## config.mk

```make
export PLATFORM = sky130hd
export DESIGN_NAME = edcm_top
export DESIGN_NICKNAME = d
export VERILOG_FILES = /design/src/edcm_pkg.sv /design/src/edcm_top.sv
export VERILOG_INCLUDE_DIRS = /design/src
export SDC_FILE = /design/constraint.sdc
export NUM_CORES = 1
export LEC_CHECK = 0
export ABC_AREA = 1
export BUFFER_PORTS_ARGS = -buffer_cell sky130_fd_sc_hd__buf_4
export CAP_MARGIN = 10
export CELL_PAD_IN_SITES_DETAIL_PLACEMENT = 1
export CELL_PAD_IN_SITES_GLOBAL_PLACEMENT = 1
export CORE_ASPECT_RATIO = 0.9
export CORE_MARGIN = 2
export CORE_UTILIZATION = 39
export CTS_CLUSTER_DIAMETER = 100
export CTS_CLUSTER_SIZE = 16
export DETAILED_ROUTE_END_ITERATION = 10
export PLACE_DENSITY_LB_ADDON = 0.1
export SLEW_MARGIN = 40
export SYNTH_ARGS = -nofsm -noshare
export SYNTH_HDL_FRONTEND = slang
export SYNTH_SLANG_ARGS = --single-unit
```

## constraint.sdc

```tcl
create_clock -name CORE_CLK -period 2.12 [get_ports CORE_CLK]
set_input_delay 0.318 -clock CORE_CLK [delete_from_list [all_inputs] [get_ports CORE_CLK]]
set_output_delay 0.318 -clock CORE_CLK [all_outputs]
set_load 0.005 [all_outputs]
```

## src/edcm_regs.svh

```systemverilog
/*
 * Register map, field positions, reset values and thresholds of the
 * Ethernet DMA control and monitor block.
 * Assumes an APB slave with 32-bit data, one aligned word per register.
 */
`ifndef EDCM_REGS_SVH
`define EDCM_REGS_SVH

// byte offsets
`define EDCM_OFF_MODE        8'h00
`define EDCM_OFF_FIFO_DEPTH  8'h04
`define EDCM_OFF_OPCTL       8'h08
`define EDCM_OFF_RX_BUF      8'h0C
`define EDCM_OFF_RX_DESC     8'h10
`define EDCM_OFF_TX_BUF      8'h14
`define EDCM_OFF_TX_DESC     8'h18
`define EDCM_OFF_FC_THR      8'h1C
`define EDCM_OFF_INT_STAT    8'h20
`define EDCM_OFF_INT_MASK    8'h24

// dma_mode_register
`define EDCM_SOFT_RST_BIT    0
// fifo_depth_register
`define EDCM_RX_CAP_LSB      0
`define EDCM_TX_CAP_LSB      8
// dma_operation_control
`define EDCM_HALT_BIT        1
`define EDCM_AERR_BIT        2
`define EDCM_FIFO_HALT_BIT   3
// flow_control_threshold
`define EDCM_BYTE_THR_LSB    0
`define EDCM_FRM_THR_LSB     16
`define EDCM_FRM_THR_RESET   3'h7
`define EDCM_BYTE_THR_RESET  3'h0
`define EDCM_CAP_RESET       3'h0
// capacity and byte threshold codes
`define EDCM_CODE_256        3'h0
`define EDCM_CODE_512        3'h1
`define EDCM_LARGE_VARIANT   1'b1
`define EDCM_DEPTH_256       10'h100
`define EDCM_DEPTH_512       10'h200
`define EDCM_HEADROOM        10'h040
// interrupt status bits
`define EDCM_IRQ_FIFO_ERR    0
`define EDCM_IRQ_ADDR_ERR    1
`define EDCM_IRQ_NMI_HALT    2
`define EDCM_IRQ_FLOW_CTL    3
`define EDCM_IRQ_W           4

`endif

```

## src/edcm_pkg.sv

```systemverilog
/*
 * Types shared by the Ethernet DMA control and monitor block.
 * Assumes edcm_regs.svh is on the include path.
 */
`default_nettype none
package edcm_pkg;
    // address snapshot from the transfer engine
    typedef struct packed {
        logic        valid;
        logic [31:0] addr;
    } edcm_addr_mon_s;
    // interrupt status or mask word
    typedef logic [3:0] edcm_irq_t;
endpackage
`default_nettype wire

```

## src/edcm_top.sv

```systemverilog
/*
 * Control, status, address monitor and flow-control threshold logic of
 * an Ethernet DMA engine, reached over APB.
 * Assumes all inputs are synchronous to CORE_CLK and that the engine
 * obeys DMA_RUN and the MAC sends a PAUSE frame while PAUSE_REQ is high.
 */
`include "edcm_regs.svh"
`default_nettype none

module edcm_top (
    // clock and reset
    input  wire logic                     CORE_CLK,
    input  wire logic                     RST_N,
    // apb slave
    input  wire logic                     PSEL,
    input  wire logic                     PENABLE,
    input  wire logic                     PWRITE,
    input  wire logic [7:0]               PADDR,
    input  wire logic [31:0]              PWDATA,
    output logic      [31:0]              PRDATA,
    output logic                          PREADY,
    output logic                          PSLVERR,
    // engine events
    input  wire logic                     TX_UNDERFLOW,
    input  wire logic                     RX_OVERFLOW,
    input  wire logic                     ADDR_ILLEGAL,
    input  wire logic                     NMI,
    // address snapshots
    input  wire edcm_pkg::edcm_addr_mon_s RX_BUF_MON,
    input  wire edcm_pkg::edcm_addr_mon_s RX_DESC_MON,
    input  wire edcm_pkg::edcm_addr_mon_s TX_BUF_MON,
    input  wire edcm_pkg::edcm_addr_mon_s TX_DESC_MON,
    // receive fifo fill
    input  wire logic [9:0]               RX_FIFO_BYTES,
    input  wire logic [3:0]               RX_FIFO_FRAMES,
    // control outputs
    output logic                          DMA_RUN,
    output logic                          PAUSE_REQ,
    output logic                          IRQ
);
    import edcm_pkg::*;

    logic [2:0]  rx_cap;
    logic [2:0]  tx_cap;
    logic        fifo_error_halt_select;
    logic        address_error_flag;
    logic        halted_status;
    logic [31:0] rx_buffer_write_address;
    logic [31:0] rx_descriptor_fetch_address;
    logic [31:0] tx_buffer_read_address;
    logic [31:0] tx_descriptor_fetch_address;
    logic [2:0]  frame_count_threshold;
    logic [2:0]  byte_threshold_code;
    edcm_irq_t   int_status;
    edcm_irq_t   int_mask;
    logic        nmi_prev;
    logic        setup;
    logic        wr_en;
    logic        software_reset_bit;
    logic        eng_clr;
    logic        nmi_rise;
    logic        fifo_err;
    logic        fifo_halt;
    logic        halt_wr_zero;
    logic        byte_hit;
    logic        frame_hit;
    logic        next_pause;
    logic [31:0] next_rdata;
    logic        next_slverr;
    edcm_irq_t   irq_set;

    // byte level that starts flow control for a threshold code
    function automatic logic [9:0] byte_limit(input logic [2:0] code);
        if (code == `EDCM_CODE_512 && `EDCM_LARGE_VARIANT) begin
            return `EDCM_DEPTH_512 - `EDCM_HEADROOM;
        end
        return `EDCM_DEPTH_256 - `EDCM_HEADROOM;
    endfunction

    // whether a word address hits a given register
    function automatic logic hit(input logic [7:0] a, input logic [7:0] o);
        return a == o;
    endfunction

    // apb decode: writes land on the completing access edge only
    assign setup    = PSEL & ~PENABLE;
    assign wr_en    = PSEL & PENABLE & PWRITE & PREADY;
    assign software_reset_bit = wr_en & hit(PADDR, `EDCM_OFF_MODE)
                              & PWDATA[`EDCM_SOFT_RST_BIT];
    assign eng_clr  = ~RST_N | software_reset_bit;
    assign halt_wr_zero = wr_en & hit(PADDR, `EDCM_OFF_OPCTL)
                        & ~PWDATA[`EDCM_HALT_BIT];
    // nmi is a level; only its rising edge halts, so a held pin
    // cannot lock out the restart
    assign nmi_rise  = NMI & ~nmi_prev;
    assign fifo_err  = TX_UNDERFLOW | RX_OVERFLOW;
    assign fifo_halt = fifo_err & fifo_error_halt_select;

    // flow control thresholds, either one suffices
    assign byte_hit  = RX_FIFO_BYTES >= byte_limit(byte_threshold_code);
    assign frame_hit = RX_FIFO_FRAMES
                     >= ({1'b0, frame_count_threshold} + 4'h1);
    assign next_pause = byte_hit | frame_hit;

    // interrupt event sources
    always_comb begin
        irq_set = '0;
        irq_set[`EDCM_IRQ_FIFO_ERR] = fifo_err;
        irq_set[`EDCM_IRQ_ADDR_ERR] = ADDR_ILLEGAL;
        irq_set[`EDCM_IRQ_NMI_HALT] = nmi_rise;
        irq_set[`EDCM_IRQ_FLOW_CTL] = next_pause & ~PAUSE_REQ;
    end

    // read mux; reserved bits stay zero by construction
    always_comb begin
        next_rdata  = '0;
        next_slverr = 1'b0;
        unique case (PADDR)
            `EDCM_OFF_MODE: ; // reset bit is self-clearing, reads zero
            `EDCM_OFF_FIFO_DEPTH: begin
                next_rdata[`EDCM_RX_CAP_LSB +: 3] = rx_cap;
                next_rdata[`EDCM_TX_CAP_LSB +: 3] = tx_cap;
            end
            `EDCM_OFF_OPCTL: begin
                next_rdata[`EDCM_FIFO_HALT_BIT] = fifo_error_halt_select;
                next_rdata[`EDCM_AERR_BIT] = address_error_flag;
                next_rdata[`EDCM_HALT_BIT] = halted_status;
            end
            `EDCM_OFF_RX_BUF: begin
                next_rdata  = rx_buffer_write_address;
                next_slverr = PWRITE;
            end
            `EDCM_OFF_RX_DESC: begin
                next_rdata  = rx_descriptor_fetch_address;
                next_slverr = PWRITE;
            end
            `EDCM_OFF_TX_BUF: begin
                next_rdata  = tx_buffer_read_address;
                next_slverr = PWRITE;
            end
            `EDCM_OFF_TX_DESC: begin
                next_rdata  = tx_descriptor_fetch_address;
                next_slverr = PWRITE;
            end
            `EDCM_OFF_FC_THR: begin
                next_rdata[`EDCM_FRM_THR_LSB +: 3] = frame_count_threshold;
                next_rdata[`EDCM_BYTE_THR_LSB +: 3] = byte_threshold_code;
            end
            `EDCM_OFF_INT_STAT: next_rdata[`EDCM_IRQ_W-1:0] = int_status;
            `EDCM_OFF_INT_MASK: next_rdata[`EDCM_IRQ_W-1:0] = int_mask;
            default: next_slverr = 1'b1;
        endcase
    end

    // apb answer: registered at the setup edge, zero wait states
    always_ff @(posedge CORE_CLK) begin
        if (!RST_N) begin
            PREADY  <= 1'b0;
            PRDATA  <= '0;
            PSLVERR <= 1'b0;
        end else begin
            PREADY  <= setup;
            PRDATA  <= setup && !PWRITE ? next_rdata : 32'h00000000;
            PSLVERR <= setup & next_slverr;
        end
    end

    // configuration registers survive a software reset
    always_ff @(posedge CORE_CLK) begin
        if (!RST_N) begin
            rx_cap                <= `EDCM_CAP_RESET;
            tx_cap                <= `EDCM_CAP_RESET;
            frame_count_threshold <= `EDCM_FRM_THR_RESET;
            byte_threshold_code   <= `EDCM_BYTE_THR_RESET;
            int_mask              <= '0;
        end else if (wr_en) begin
            if (hit(PADDR, `EDCM_OFF_FIFO_DEPTH)) begin
                rx_cap <= PWDATA[`EDCM_RX_CAP_LSB +: 3];
                tx_cap <= PWDATA[`EDCM_TX_CAP_LSB +: 3];
            end
            if (hit(PADDR, `EDCM_OFF_FC_THR)) begin
                frame_count_threshold <= PWDATA[`EDCM_FRM_THR_LSB +: 3];
                byte_threshold_code   <= PWDATA[`EDCM_BYTE_THR_LSB +: 3];
            end
            if (hit(PADDR, `EDCM_OFF_INT_MASK)) begin
                int_mask <= PWDATA[`EDCM_IRQ_W-1:0];
            end
        end
    end

    // operation control: fifo error select is plain read/write
    always_ff @(posedge CORE_CLK) begin
        if (eng_clr) begin
            fifo_error_halt_select <= 1'b0;
        end else if (wr_en && hit(PADDR, `EDCM_OFF_OPCTL)) begin
            fifo_error_halt_select <= PWDATA[`EDCM_FIFO_HALT_BIT];
        end
    end

    // address error: sticky, writes ignored, only hardware reset or soft reset clears
    always_ff @(posedge CORE_CLK) begin
        if (eng_clr) begin
            address_error_flag <= 1'b0;
        end else if (ADDR_ILLEGAL) begin
            address_error_flag <= 1'b1;
        end
    end

    // halted: new halt cause beats a same-cycle write of zero
    always_ff @(posedge CORE_CLK) begin
        if (eng_clr) begin
            halted_status <= 1'b0;
        end else if (nmi_rise || fifo_halt) begin
            halted_status <= 1'b1;
        end else if (halt_wr_zero) begin
            halted_status <= 1'b0;
        end
    end

    // nmi edge history
    always_ff @(posedge CORE_CLK) begin
        if (!RST_N) begin
            nmi_prev <= 1'b0;
        end else begin
            nmi_prev <= NMI;
        end
    end

    // run enable to the engine, one cycle behind the flags
    always_ff @(posedge CORE_CLK) begin
        if (eng_clr) begin
            DMA_RUN <= 1'b0;
        end else begin
            DMA_RUN <= ~halted_status & ~address_error_flag;
        end
    end

    // address snapshots; sampled copies, so they can trail the engine
    always_ff @(posedge CORE_CLK) begin
        if (eng_clr) begin
            rx_buffer_write_address     <= '0;
            rx_descriptor_fetch_address <= '0;
            tx_buffer_read_address      <= '0;
            tx_descriptor_fetch_address <= '0;
        end else begin
            if (RX_BUF_MON.valid) begin
                rx_buffer_write_address <= RX_BUF_MON.addr;
            end
            if (RX_DESC_MON.valid) begin
                rx_descriptor_fetch_address <= RX_DESC_MON.addr;
            end
            if (TX_BUF_MON.valid) begin
                tx_buffer_read_address <= TX_BUF_MON.addr;
            end
            if (TX_DESC_MON.valid) begin
                tx_descriptor_fetch_address <= TX_DESC_MON.addr;
            end
        end
    end

    // pause request to the mac follows the threshold level
    always_ff @(posedge CORE_CLK) begin
        if (!RST_N) begin
            PAUSE_REQ <= 1'b0;
        end else begin
            PAUSE_REQ <= next_pause;
        end
    end

    // sticky interrupt status, write one to clear, set wins
    always_ff @(posedge CORE_CLK) begin
        if (eng_clr) begin
            int_status <= '0;
        end else if (wr_en && hit(PADDR, `EDCM_OFF_INT_STAT)) begin
            int_status <= (int_status & ~PWDATA[`EDCM_IRQ_W-1:0]) | irq_set;
        end else begin
            int_status <= int_status | irq_set;
        end
    end

    // level interrupt, one cycle behind status
    always_ff @(posedge CORE_CLK) begin
        if (!RST_N) begin
            IRQ <= 1'b0;
        end else begin
            IRQ <= |(int_status & int_mask);
        end
    end
endmodule // edcm_top

`default_nettype wire

```

Word-level counts from Yosys, hierarchy flattened
Cells that the tools add are included.
{"block": "totals", "ff_bits": 189, "inputBits": 195, "output_inout_bits": 37, "word_cells": 90}
{"block": "op_classes", "addsub": 1, "order_cmp": 2, "n_eq_ne": 10, "n_mux": 15, "bitwise_logic": 28, "n_reduce_logical": 14}
{"operator": "one-hot mux 13 bit (4 select lines)", "n": 1}
{"operator": "equality test 8 x 5 -> 1 bit, second input constant", "n": 4}
{"operator": "one-hot mux 3 bit (5 select lines)", "n": 2}
{"operator": "two-way mux 10 bit", "n": 2}
{"operator": "one-hot mux 5 bit (4 select lines)", "n": 1}
{"operator": "one-hot mux 2 bit (9 select lines)", "n": 1}
{"operator": "equality test 8 x 4 -> 1 bit, second input constant", "n": 2}
{"operator": "equality test 8 x 6 -> 1 bit, second input constant", "n": 2}
{"operator": "one-hot mux 4 bit (4 select lines)", "n": 1}
{"operator": "bitwise AND 1 bit", "n": 13}
{"operator": ">= comparator 10 bit", "n": 1}
{"operator": "bitwise AND 4 bit", "n": 2}
{"operator": "equality test 8 x 3 -> 1 bit, second input constant", "n": 1}
{"operator": "zero test 8 bit", "n": 1}
{"operator": "bitwise OR 4 bit", "n": 2}
{"operator": "one-hot mux 1 bit (8 select lines)", "n": 1}
{"operator": "AND reduction 2 bit", "n": 4}
{"operator": "OR reduction 4 bit", "n": 2}
{"operator": "inverter 1 bit", "n": 7}
{"operator": "one-hot mux 1 bit (7 select lines)", "n": 1}
{"operator": "OR reduction 6 bit", "n": 1}
{"operator": "adder 3 x 1 -> 4 bit, second input constant", "n": 1}
{"operator": ">= comparator 4 bit", "n": 1}
{"operator": "two-way mux 4 bit", "n": 1}
{"operator": "other kinds (9)", "n": 15}

Logic depth before layout (Yosys ltp)
Gate-level depths: netlist of run 1.
{"block": "logic_depth", "word_depth": 8, "mapped_depth": 10, "depth_no_buf": 10}

Worst setup path before layout of run 1
OpenSTA, ideal clock, no wires.
{"block": "synth_timing", "path_type": "input port to flip-flop", "startpoint": "input port PADDR[1]", "endpoint": "register tx_buffer_read_address[11]", "setup_time_ps": 115, "arrival_time_ps": 1333, "required_time_ps": 2005, "path_slack_ps": 672, "path_stages": 8, "path_buffers": 2, "cell_sequence": "nor2_2 -> nand2_1 -> inv_2 -> nand3_1 -> o21ai_2 -> buf_4 -> buf_6 -> nor2_1"}
{"block": "synth_via", "elab_chain_len": 4}
{"item": "start, declared", "line": "edcm_top.sv:18", "rtl": "input wire logic [7:0] PADDR,"}
{"item": "zero test 8 bit", "line": "edcm_top.sv:82", "rtl": "return a == o;"}
{"item": "bitwise AND 1 bit (2 in a row)", "line": "edcm_top.sv:88", "rtl": "assign software_reset_bit = wr_en & hit(PADDR, `EDCM_OFF_MODE)"}
{"item": "bitwise OR 1 bit", "line": "edcm_top.sv:90", "rtl": "assign eng_clr = ~RST_N | software_reset_bit;"}
{"item": "end signal, assigned", "line": "edcm_top.sv:253", "rtl": "tx_buffer_read_address <= TX_BUF_MON.addr;"}
{"item": "end, declared", "line": "edcm_top.sv:50", "rtl": "logic [31:0] tx_buffer_read_address;"}
No other way between the ends.
A chain may end at the register's enable or synchronous reset.

Worst setup path after layout of run 1
{"block": "layout_timing", "startpoint": "register byte_threshold_code[1]", "endpoint": "register int_status[3]"}
{"block": "layout_via", "elab_chain_len": 8, "word_cells_on_any_way": 9, "classes_between": "order compare (1); eq/ne (1); mux (3); bitwise (4)"}
{"item": "start, declared", "line": "edcm_top.sv:53", "rtl": "logic [2:0] byte_threshold_code;"}
{"item": "start signal, assigned", "line": "edcm_top.sv:174", "rtl": "byte_threshold_code <= `EDCM_BYTE_THR_RESET;"}
{"item": "start signal, assigned", "line": "edcm_top.sv:183", "rtl": "byte_threshold_code <= PWDATA[`EDCM_BYTE_THR_LSB +: 3];"}
{"item": "equality test 3 x 1 -> 1 bit (no source line) *"}
{"item": "two-way mux 1 bit *", "line": "edcm_top.sv:74", "rtl": "if (code == `EDCM_CODE_512 && `EDCM_LARGE_VARIANT) begin"}
{"item": "two-way mux 10 bit *", "line": "edcm_top.sv:77", "rtl": "return `EDCM_DEPTH_256 - `EDCM_HEADROOM;"}
{"item": ">= comparator 10 bit *", "line": "edcm_top.sv:100", "rtl": "assign byte_hit = RX_FIFO_BYTES >= byte_limit(byte_threshold_code);"}
{"item": "bitwise OR 1 bit *", "line": "edcm_top.sv:103", "rtl": "assign next_pause = byte_hit | frame_hit;"}
{"item": "bitwise AND 1 bit *", "line": "edcm_top.sv:111", "rtl": "irq_set[`EDCM_IRQ_FLOW_CTL] = next_pause & ~PAUSE_REQ;"}
{"item": "bitwise OR 4 bit, on equally long branches", "line": "edcm_top.sv:277, edcm_top.sv:275"}
{"item": "two-way mux 4 bit *", "line": "edcm_top.sv:274", "rtl": "end else if (wr_en && hit(PADDR, `EDCM_OFF_INT_STAT)) begin"}
{"item": "end signal, assigned", "line": "edcm_top.sv:275", "rtl": "int_status <= (int_status & ~PWDATA[`EDCM_IRQ_W-1:0]) | irq_set;"}
{"item": "end signal, assigned", "line": "edcm_top.sv:277", "rtl": "int_status <= int_status | irq_set;"}
{"item": "end, declared", "line": "edcm_top.sv:54", "rtl": "edcm_irq_t int_status;"}
Mark *: on every way between the ends. The rest lies on a longest branch, timed or not.

==> results of run 1 <==
[kinds of logic after synthesis]
family,count (synthesis)
AO/OA/AOI/OAI,199
XOR/XNOR,1
adder cells (fa/ha/maj),6
buffers and inverters,144
flip-flops,189
AND/OR/NAND/NOR,580
[flip-flops by register name (all words and copies together), names as in the netlist, 3 cells and up]
signal / flops
tx_cap: 3
frame_count_threshold: 3
rx_cap: 3
rx_descriptor_fetch_address: 32
tx_buffer_read_address: 32
PRDATA: 32
byte_threshold_code: 3
int_status: 4
int_mask: 4
tx_descriptor_fetch_address: 32
rx_buffer_write_address: 32
[stage by stage]
stage	util, %	hold slack, ps	total power, mW
final	52.79	67.77	7.611
after global placement	49.85	445.8	4.543
after global routing	52.79	65.65	7.893
after floorplan	-	411.5	4.163
after CTS	52.79	56.49	7.657
after detailed placement	49.85	448.7	4.569
[routing by layer]
layer  part of all wire, %  vias up
met2                    44      221
met3                   6.9       24
met5                     0        -
li1                      -     3913
met1                    48     3790
met4                   1.1        0
[worst max path at each step]
| stage | from | endpoint | slack [ps] | cells past startpoint |
|---|---|---|---|---|
| finish | byte_threshold_code[1] | int_status[3] | 480 | 8 |
| global route | frame_count_threshold[1] | int_status[3] | 320 | 9 |
| CTS | byte_threshold_code[1] | int_status[3] | 500 | 8 |
| detailed placement | PADDR[5] | PRDATA[1] | 160 | 9 |
| global placement | PADDR[5] | PRDATA[1] | 280 | 9 |
| floorplan | PADDR[1] | tx_buffer_read_address[11] | 670 | 8 |
[power by group through the flow]
| stage | sequential (mW) | clock, mW | combinational (mW) |
|---|---|---|---|
| 2_1_floorplan | 3.83 | 0 | 0.338 |
| 3_3_place_gp | 3.84 | 0 | 0.707 |
| 3_5_place_dp | 3.84 | 0 | 0.727 |
| 4_1_cts | 3.76 | 3.16 | 0.734 |
| 5_1_grt | 3.78 | 3.30 | 0.811 |
| 6_report | 3.76 | 3.12 | 0.730 |
[placed cells by master (no fill, tap or decap), types with 2 or more instances in the layout]
master	synthesis	routed
nor3_1	2	2
nand3_1	41	41
ha_1	6	6
nor2_1	186	185
buf_12	0	7
clkinv_4	0	6
a21oi_1	152	152
nor2_2	4	5
o22ai_1	14	14
buf_4	1	225
inv_1	86	86
inv_2	2	2
inv_8	0	3
clkbuf_16	0	17
dfxtp_1	189	189
inv_6	0	4
nand2_1	340	340
nand4_1	4	4
o21ai_0	28	28
[final cells by class]
| type | count | area share (%) |
|---|---|---|
| clock buffers | 18 | 4.302 |
| well taps | 250 | 3.064 |
| multi-input cells | 786 | 33.15 |
| flip-flops and latches | 189 | 37.06 |
| inverters | 88 | 3.236 |
| repair buffers | 232 | 17.92 |
| clock inverters | 14 | 1.262 |
[critical path: cells and delay by family (launching register included)]
family | cells | cell delay, ps
simple gates | 5 | 810
buf+inv | 1 | 90
fa+ha+maj | 1 | 230
compound gates | 1 | 70
flops | 1 | 340
==> impl_metrics.toml, run 1 <==
[synthesis]
yosys.area_share.adder_pct = 0.9679
ys_seq_area_share_pct = 48.78
yosys-mux-area-fraction_pct = 0
synth_flop_cell = "dfxtp_1"
synth_common_cells = "nand2_1 (340), dfxtp_1 (189), nor2_1 (186)"
yosys.area.top_type = "dfxtp_1"
ys_seq_elements = 189
avgSynthCellArea_um2 = 6.931
synthTopCellsByArea = "dfxtp_1 (49%), nand2_1 (16%), a21oi_1 (9.8%)"
synth_compound_area_share_pct = 13.26
yosys.cell_types.count = 27
synthArstFlopShare_pct = 0
synth_fp_nets = 1320
netlist_area_mm2 = 0.007756
synth-xor-area-share_pct = 0.1129
yosysTopAreaCellShare_pct = 48.78
post-synth-top-count-cell = "nand2_1"
synth-simple-area-share_pct = 29.17
synth_top_family_by_area = "simple AND/OR/NAND/NOR gates"
yosys_warnings = 0
synth_edf_count = 0
synthCells = 1119

[hold_path]
holdPathEnd = "nmi_prev"
holdPathStages = 3
worstHoldStart = "NMI"
hp-class = "primary input to flop"

[routing]
wire_per_inst_um = 17.40
routed_wl_mm = 27.44
via_count = 7948
drtAntennaViolNets = 0
dr.pass1.iters = 5
drc = 0
drt_iter0_drc = 381
routed_via_density = 5.040

[timing]
slew-limit-headroom_pct = 58.83
fin_setup_tns_ps = 0
layout_setup_ws_ps = 475.6
finalCritPeriodShare_pct = 77.56
worst_pin_slew_ps = 617.5
setup_viol = 0
max_freq_ghz = 0.6081
drv_slew = 0
min_period_ps = 1644
hold_viol = 0
rsz0062_at_grt = "no"
clock_skew_ps = 8.212

[power_and_ir_drop]
swShare_pct = 26.07
netSwitchingPower_mw = 1.984
p_comb_share_pct = 9.6
p_leak_nw = 4.555
p_per_area_mw_per_mm2 = 745.6
irDropWorstVdd_mv = 0.4488
seq_power_share_pct = 49.4
intPower_mw = 5.627
clock_power_share_pct = 41.0

[floorplan]
die_w_um = 152.7
die_h_um = 137.8
num_rows = 48
coreArea_mm2 = 0.01934
io_pins = 232
design.die.area_mm2 = 0.02103
initial_core_util_pct = 40.11

[job]
max_cap_violations = 0

[clock_network]
htree_levels = 4
root_buffer = "clkbuf_16"
cts.clk_slew.worst_paths_ps = 70
hold_buffers = 0
clock-sinks = 189
cts_max_path_buffers = 2
cts_resized = 0
cts_tree = "yes"
clock_latency_ps = 440
cts-buffers-inserted = 17
postCtsSetupBuffers = 0

[worst_setup_path]
r2r_start = "byte_threshold_code[1]"
critPathMaxFanout = 2
crit_required_ps = 2450
slowest_stage = "dfxtp_1"
crit_type = "flop to flop"
start_kind = "flop"
rr_worst_depth = 8
ff2ff_setup_slack_ps = 480
end_kind = "flop"
worstPathArrival_ps = 1980
r2r_end = "int_status[3]"
max_stage_delay_ps = 340
crit_chain = "inv_1, nand3_1, ha_1, or2_2, nor2_1, nand4_1, nand2_1, a21oi_1"

[place]
dp.cells = 1545
hpwl_mm = 20.19
port_buffers = 203
postPlaceCellArea_mm2 = 0.009641
gp_congestion = 0.8522
pre_cts_slack_ps = 160.8

[grt]
grt_max_degree = 61
grtUsageMet3_pct = 6.700
gr-total-overflow = 0
grt_use_met2_pct = 40.88
grt_busiest_layer = "met2"
track_usage_pct = 26.15
grt_pass1_vias = 7958
use_met1_pct = 36.75
grt_pass1_wl_mm = 42.61
antenna_found_initial = 0

[layout]
regArea_mm2 = 0.003784
nets = 1515
diodes = 0
multiInputGateArea_mm2 = 0.003385
syn_to_final_growth_pct = 31.62
finalInstanceArea_mm2 = 0.01021
num-fill-cells = 2513
drive_gt1_share_pct = 20.65
instances_no_fill = 1577

[outcome]
outcome = "finished clean"
Note: power is estimated with default switching activity, not from simulation.
==> run 2, diff against run 1 <==
--- a/config.mk
+++ b/config.mk
@@ -13,7 +13,7 @@
 export CELL_PAD_IN_SITES_GLOBAL_PLACEMENT = 1
 export CORE_ASPECT_RATIO = 0.9
 export CORE_MARGIN = 2
-export CORE_UTILIZATION = 39
+export CORE_UTILIZATION = 36
 export CTS_CLUSTER_DIAMETER = 100
 export CTS_CLUSTER_SIZE = 16
 export DETAILED_ROUTE_END_ITERATION = 10
==> constraint.sdc (replaced) <==
create_clock -name CORE_CLK -period 1.7 [get_ports CORE_CLK]
set_input_delay 0.255 -clock CORE_CLK [delete_from_list [all_inputs] [get_ports CORE_CLK]]
set_output_delay 0.255 -clock CORE_CLK [all_outputs]
set_load 0.005 [all_outputs]
==> run 2 against run 1 <==
  * Utilization is 2.7 points lower
  * Routed wire length down 0.62%
  * Flip-flop and latch count stayed put
  * Via count is 1.4% lower
  * Cell count rose by 3.1%
  * Critical path type unchanged
  * Global-route usage down 2.1 points
  * Design area rose by 2.8%
  * Clock skew about the same
  * Power increased by 27%
==> impl_metrics.toml, run 2 (synthesis results as in run 1) <==
[layout]
finalInstanceArea_mm2 = 0.01050
instances_no_fill = 1626
nets = 1528
syn_to_final_growth_pct = 35.33
drive_gt1_share_pct = 21.87
post-route-util_pct = 50.08
layout_commonest_cell = "nand2_1"
diodes = 0
final_cell_mix = "nand2_1 (339), buf_4 (230), dfxtp_1 (187)"

[grt]
grt_pass1_wl_mm = 42.03
grt_max_degree = 33
antenna_found_initial = 0
track_usage_pct = 24.02
grt_pass1_vias = 7665
gr-total-overflow = 0

[power_and_ir_drop]
p_comb_share_pct = 9.7
design_power_total_mw = 9.647
p_per_area_mw_per_mm2 = 919.1
swShare_pct = 25.49
seq_power_share_pct = 48.6
clock_power_share_pct = 41.6
irDropWorstVdd_mv = 0.6172
p_leak_nw = 4.670
netSwitchingPower_mw = 2.459
intPower_mw = 7.188

[worst_setup_path]
ff2ff_setup_slack_ps = 20
r2r_end = "int_status[3]"
end_kind = "flop"
slowest_stage = "dfxtp_4"
rr_worst_depth = 9
crit_required_ps = 2080
crit_chain = "ha_4, inv_2, ha_4, inv_1, o21bai_1, nand3_1, nand4_1, nand2_2, a21oi_2"
path_common_cell = "ha_4"
r2r_start = "frame_count_threshold[1]"
critPathMaxFanout = 3
start_kind = "flop"
max_stage_delay_ps = 360
crit_type = "flop to flop"
worstPathArrival_ps = 2060

[routing]
drc = 0
via_count = 7839
routed_wl_mm = 27.27
drtAntennaViolNets = 0
wire_per_inst_um = 16.77
dr.pass1.iters = 4
routed_via_density = 4.821
drt_iter0_drc = 421

[timing]
finalCritPeriodShare_pct = 98.90
max_freq_ghz = 0.5948
setup_viol = 0
fin_setup_tns_ps = 0
layout_setup_ws_ps = 18.77
slew-limit-headroom_pct = 58.31
worst_pin_slew_ps = 624.7
whs_ps = 26.14
drv_slew = 0
hold_viol = 0
min_period_ps = 1681
clock_skew_ps = 8.378

[place]
postPlaceCellArea_mm2 = 0.009856
dp.cells = 1592
pre_cts_slack_ps = -80.67
gp_congestion = 0.8608
port_buffers = 203
hpwl_mm = 20.74

[floorplan]
die_h_um = 143.3
coreArea_mm2 = 0.02096
initial_core_util_pct = 37.01
num_rows = 50
io_pins = 232
die_w_um = 158.7
design.die.area_mm2 = 0.02274

[clock_network]
cts-buffers-inserted = 17
clock_latency_ps = 430
clock-sinks = 189
cts_tree = "yes"
root_buffer = "clkbuf_16"
cts_max_path_buffers = 2
cts.clk_slew.worst_paths_ps = 70
htree_levels = 4

[hold_path]
hp-class = "primary input to flop"
worstHoldStart = "PWDATA[18]"
holdPathStages = 3
holdPathEnd = "frame_count_threshold[2]"

[outcome]
outcome = "finished clean"

[job]
max_cap_violations = 0
[run 2: cell count changes in the layout (fill, tap and decap cells not counted), sizes merged]
cell         delta
buf            +12
bufinv          +1
clkinvlp        -1
dlygate4sd3     +1
[run 2: critical path, delay by kind of cell (launching register included)]
family / cells / cell delay [ps]
AOI/OAI and AO/OA: 2 / 300
DFF: 1 / 360
and+or+nand+nor: 3 / 360
buffers and inverters: 2 / 80
adders and majority gates: 2 / 510
[run 2: area by class of cell]
class | instances | area [µm²]
Clock buffer | 18 | 439.2
Clock inverter | 14 | 147.6
Fill cell | 2689 | 10460
Inverter | 88 | 330.3
Multi-Input combinational cell | 786 | 3416
Sequential cell | 189 | 3789
Tap cell | 286 | 357.8
Timing Repair Buffer | 245 | 2017
[run 2: power by group through the flow]
stage          clock network, mW  registers (mW)  logic, mW
3_5_place_dp                   0            4.79      0.933
5_1_grt                     4.25            4.71       1.05
4_1_cts                     4.11            4.69      0.941
2_1_floorplan                  0            4.77      0.422
6_report                    4.02            4.69      0.940
3_3_place_gp                   0            4.79      0.911
[run 2: how the worst max path moves through the flow]
stage                              from                        to  slack, ps  cells past startpoint
2_1_floorplan  frame_count_threshold[1]             int_status[3]        310                      9
3_3_place_gp                   PADDR[7]  frame_count_threshold[0]         -7                      8
3_5_place_dp                   PADDR[7]  frame_count_threshold[0]        -80                      8
4_1_cts        frame_count_threshold[1]             int_status[3]         30                      9
5_1_grt        frame_count_threshold[1]             int_status[3]        -20                      9
6_report       frame_count_threshold[1]             int_status[3]         20                      9
[run 2: per-layer routing]
layer	part of all wire (%)	track usage, %	wire [µm]	up-vias
li1	-	-	-	3941
met1	51	35.70	13820	3673
met2	43	35.88	11670	203
met3	5.4	4.386	1469	22
met4	1.1	5.746	306	0
met5	0	0	0	-
[run 2: timing repair]
item                                    in CTS  in global routing
hold buffers                                 1                  0
gates resized for setup                      0                  8
hold endpoints to repair                     1                  0
setup buffers                                0                  1
endpoints found under the setup margin       0                  1
==> run 3, diff against run 2 <==
==> constraint.sdc (replaced) <==
create_clock -name CORE_CLK -period 1.65 [get_ports CORE_CLK]
set_input_delay 0.2475 -clock CORE_CLK [delete_from_list [all_inputs] [get_ports CORE_CLK]]
set_output_delay 0.2475 -clock CORE_CLK [all_outputs]
set_load 0.005 [all_outputs]
==> run 3 against run 2 <==
  * Utilization up 0.47 points
  * Sequential power up 3%
  * Cell count up 0.49%
  * Clock skew up 2.7 ps
  * First-iteration DRC count up 18%
  * Fmax up 6.8%
  * Design area up 0.93%
  * Highest routed layer unchanged
==> impl_metrics.toml, run 3 (synthesis results as in run 1) <==
[timing]
min_period_ps = 1574
layout_setup_ws_ps = 76.44
hold_viol = 0
setup_viol = 0
worst_pin_slew_ps = 592.8
clock_skew_ps = 11.03
slew-limit-headroom_pct = 60.44
whs_ps = 24.35
rsz0062_at_grt = "yes"
drv_slew = 0
finalCritPeriodShare_pct = 95.37
max_freq_ghz = 0.6355

[grt]
track_usage_pct = 24.34
grt_max_degree = 33
grt_pass1_vias = 7712
grt_pass1_wl_mm = 42.55
gr-total-overflow = 0
antenna_found_initial = 0

[clock_network]
cts.clk_slew.worst_paths_ps = 70
htree_levels = 4
clock-sinks = 189
cts_tree = "yes"
root_buffer = "clkbuf_16"
cts_max_path_buffers = 2
cts-buffers-inserted = 17
clock_latency_ps = 440

[routing]
dr.pass1.iters = 7
routed_via_density = 4.863
routed_wl_mm = 27.46
drt_iter0_drc = 496
drtAntennaViolNets = 0
wire_per_inst_um = 16.80
drc = 0
via_count = 7946

[layout]
layout_commonest_cell = "nand2_1"
drive_gt1_share_pct = 22.63
nets = 1536
final_cell_mix = "nand2_1 (339), buf_4 (238), dfxtp_1 (187)"
syn_to_final_growth_pct = 36.59
num-fill-cells = 2677
diodes = 0

[floorplan]
die_w_um = 158.7
design.die.area_mm2 = 0.02274
initial_core_util_pct = 37.01
num_rows = 50
die_h_um = 143.3
io_pins = 232
coreArea_mm2 = 0.02096

[power_and_ir_drop]
p_per_area_mw_per_mm2 = 959.1
irDropWorstVdd_mv = 0.6161
p_leak_nw = 4.708

[worst_setup_path]
critPathMaxFanout = 19
start_kind = "flop"
crit_type = "flop to flop"
crit_required_ps = 1970
end_kind = "flop"
worstPathArrival_ps = 1890

[hold_path]
hp-class = "primary input to flop"

[place]
gp_congestion = 0.8439
port_buffers = 203
pre_cts_slack_ps = -87.98
hpwl_mm = 20.77

[outcome]
outcome = "finished clean"

[job]
max_cap_violations = 0
run 3: cell types whose count changed in the layout (fill, tap and decap cells not counted), sizes merged:
cell,delta
buf,+8
bufinv,+2
clkinv,-4
clkinvlp,+4
inv,-2
run 3: final timing paths:
kind	from	to	slack, ps	cells past startpoint
setup reg to reg	PREADY	tx_buffer_read_address[31]	80	7
setup / recovery	PREADY	tx_buffer_read_address[31]	80	7
hold / removal	PWDATA[17]	frame_count_threshold[1]	20	3
hold reg to reg	rx_buffer_write_address[29]	rx_buffer_write_address[29]	460	2
run 3: metal layers:
metal	GRT usage, %	vias to the layer above	routed length, µm
met5	0	-	0
met1	35.83	3738	14070
met2	36.24	221	11650
li1	-	3958	-
met3	4.473	29	1375
met4	6.808	0	362
run 3: timing repair:
action / 4_1_cts / 5_1_grt
resized for setup: 0 / 13
endpoints found under the hold margin: 1 / 0
setup buffers: 0 / 0
setup endpoints to repair: 0 / 1
hold buffers: 1 / 0
run 3: where the power goes:
part	internal [mW]	total [mW]	leakage [nW]	switching, mW
Sequential	4.75	4.83	1.55	0.0863
Clock	2.42	4.35	0.287	1.93
Combinational	0.480	0.975	2.87	0.495
run 3: critical path, stage by stage, from the launching register on:
cell	delay, ps
dfxtp_1	400
nand4_1	160
inv_1	100
nand3_1	140
o21ai_4	210
buf_12	200
buf_12	170
a21oi_1	70
run 3: metrics by stage:
stage / TNS [ps] / instance area (µm²) / utilization [%] / power (mW) / cells
2_1_floorplan: 0 / 7756 / - / 5.349 / 1119
3_3_place_gp: -93.09 / 9923 / 47.35 / 5.877 / 1601
3_5_place_dp: -526.6 / 9923 / 47.35 / 5.906 / 1601
4_1_cts: 0 / 10550 / 50.32 / 10.23 / 1634
5_1_grt: -8.254 / 10590 / 50.55 / 10.55 / 1634
6_report: 0 / 10590 / 50.55 / 10.16 / 1634
run 3: cell type report:
class	count	area, µm²	share of cell area [%]
Timing Repair Buffer	253	2077	19.61
Clock inverter	14	182.7	1.724
Tap cell	286	357.8	3.378
Multi-Input combinational cell	786	3428	32.36
Inverter	88	332.8	3.142
Clock buffer	18	429.2	4.051
Sequential cell	189	3786	35.74
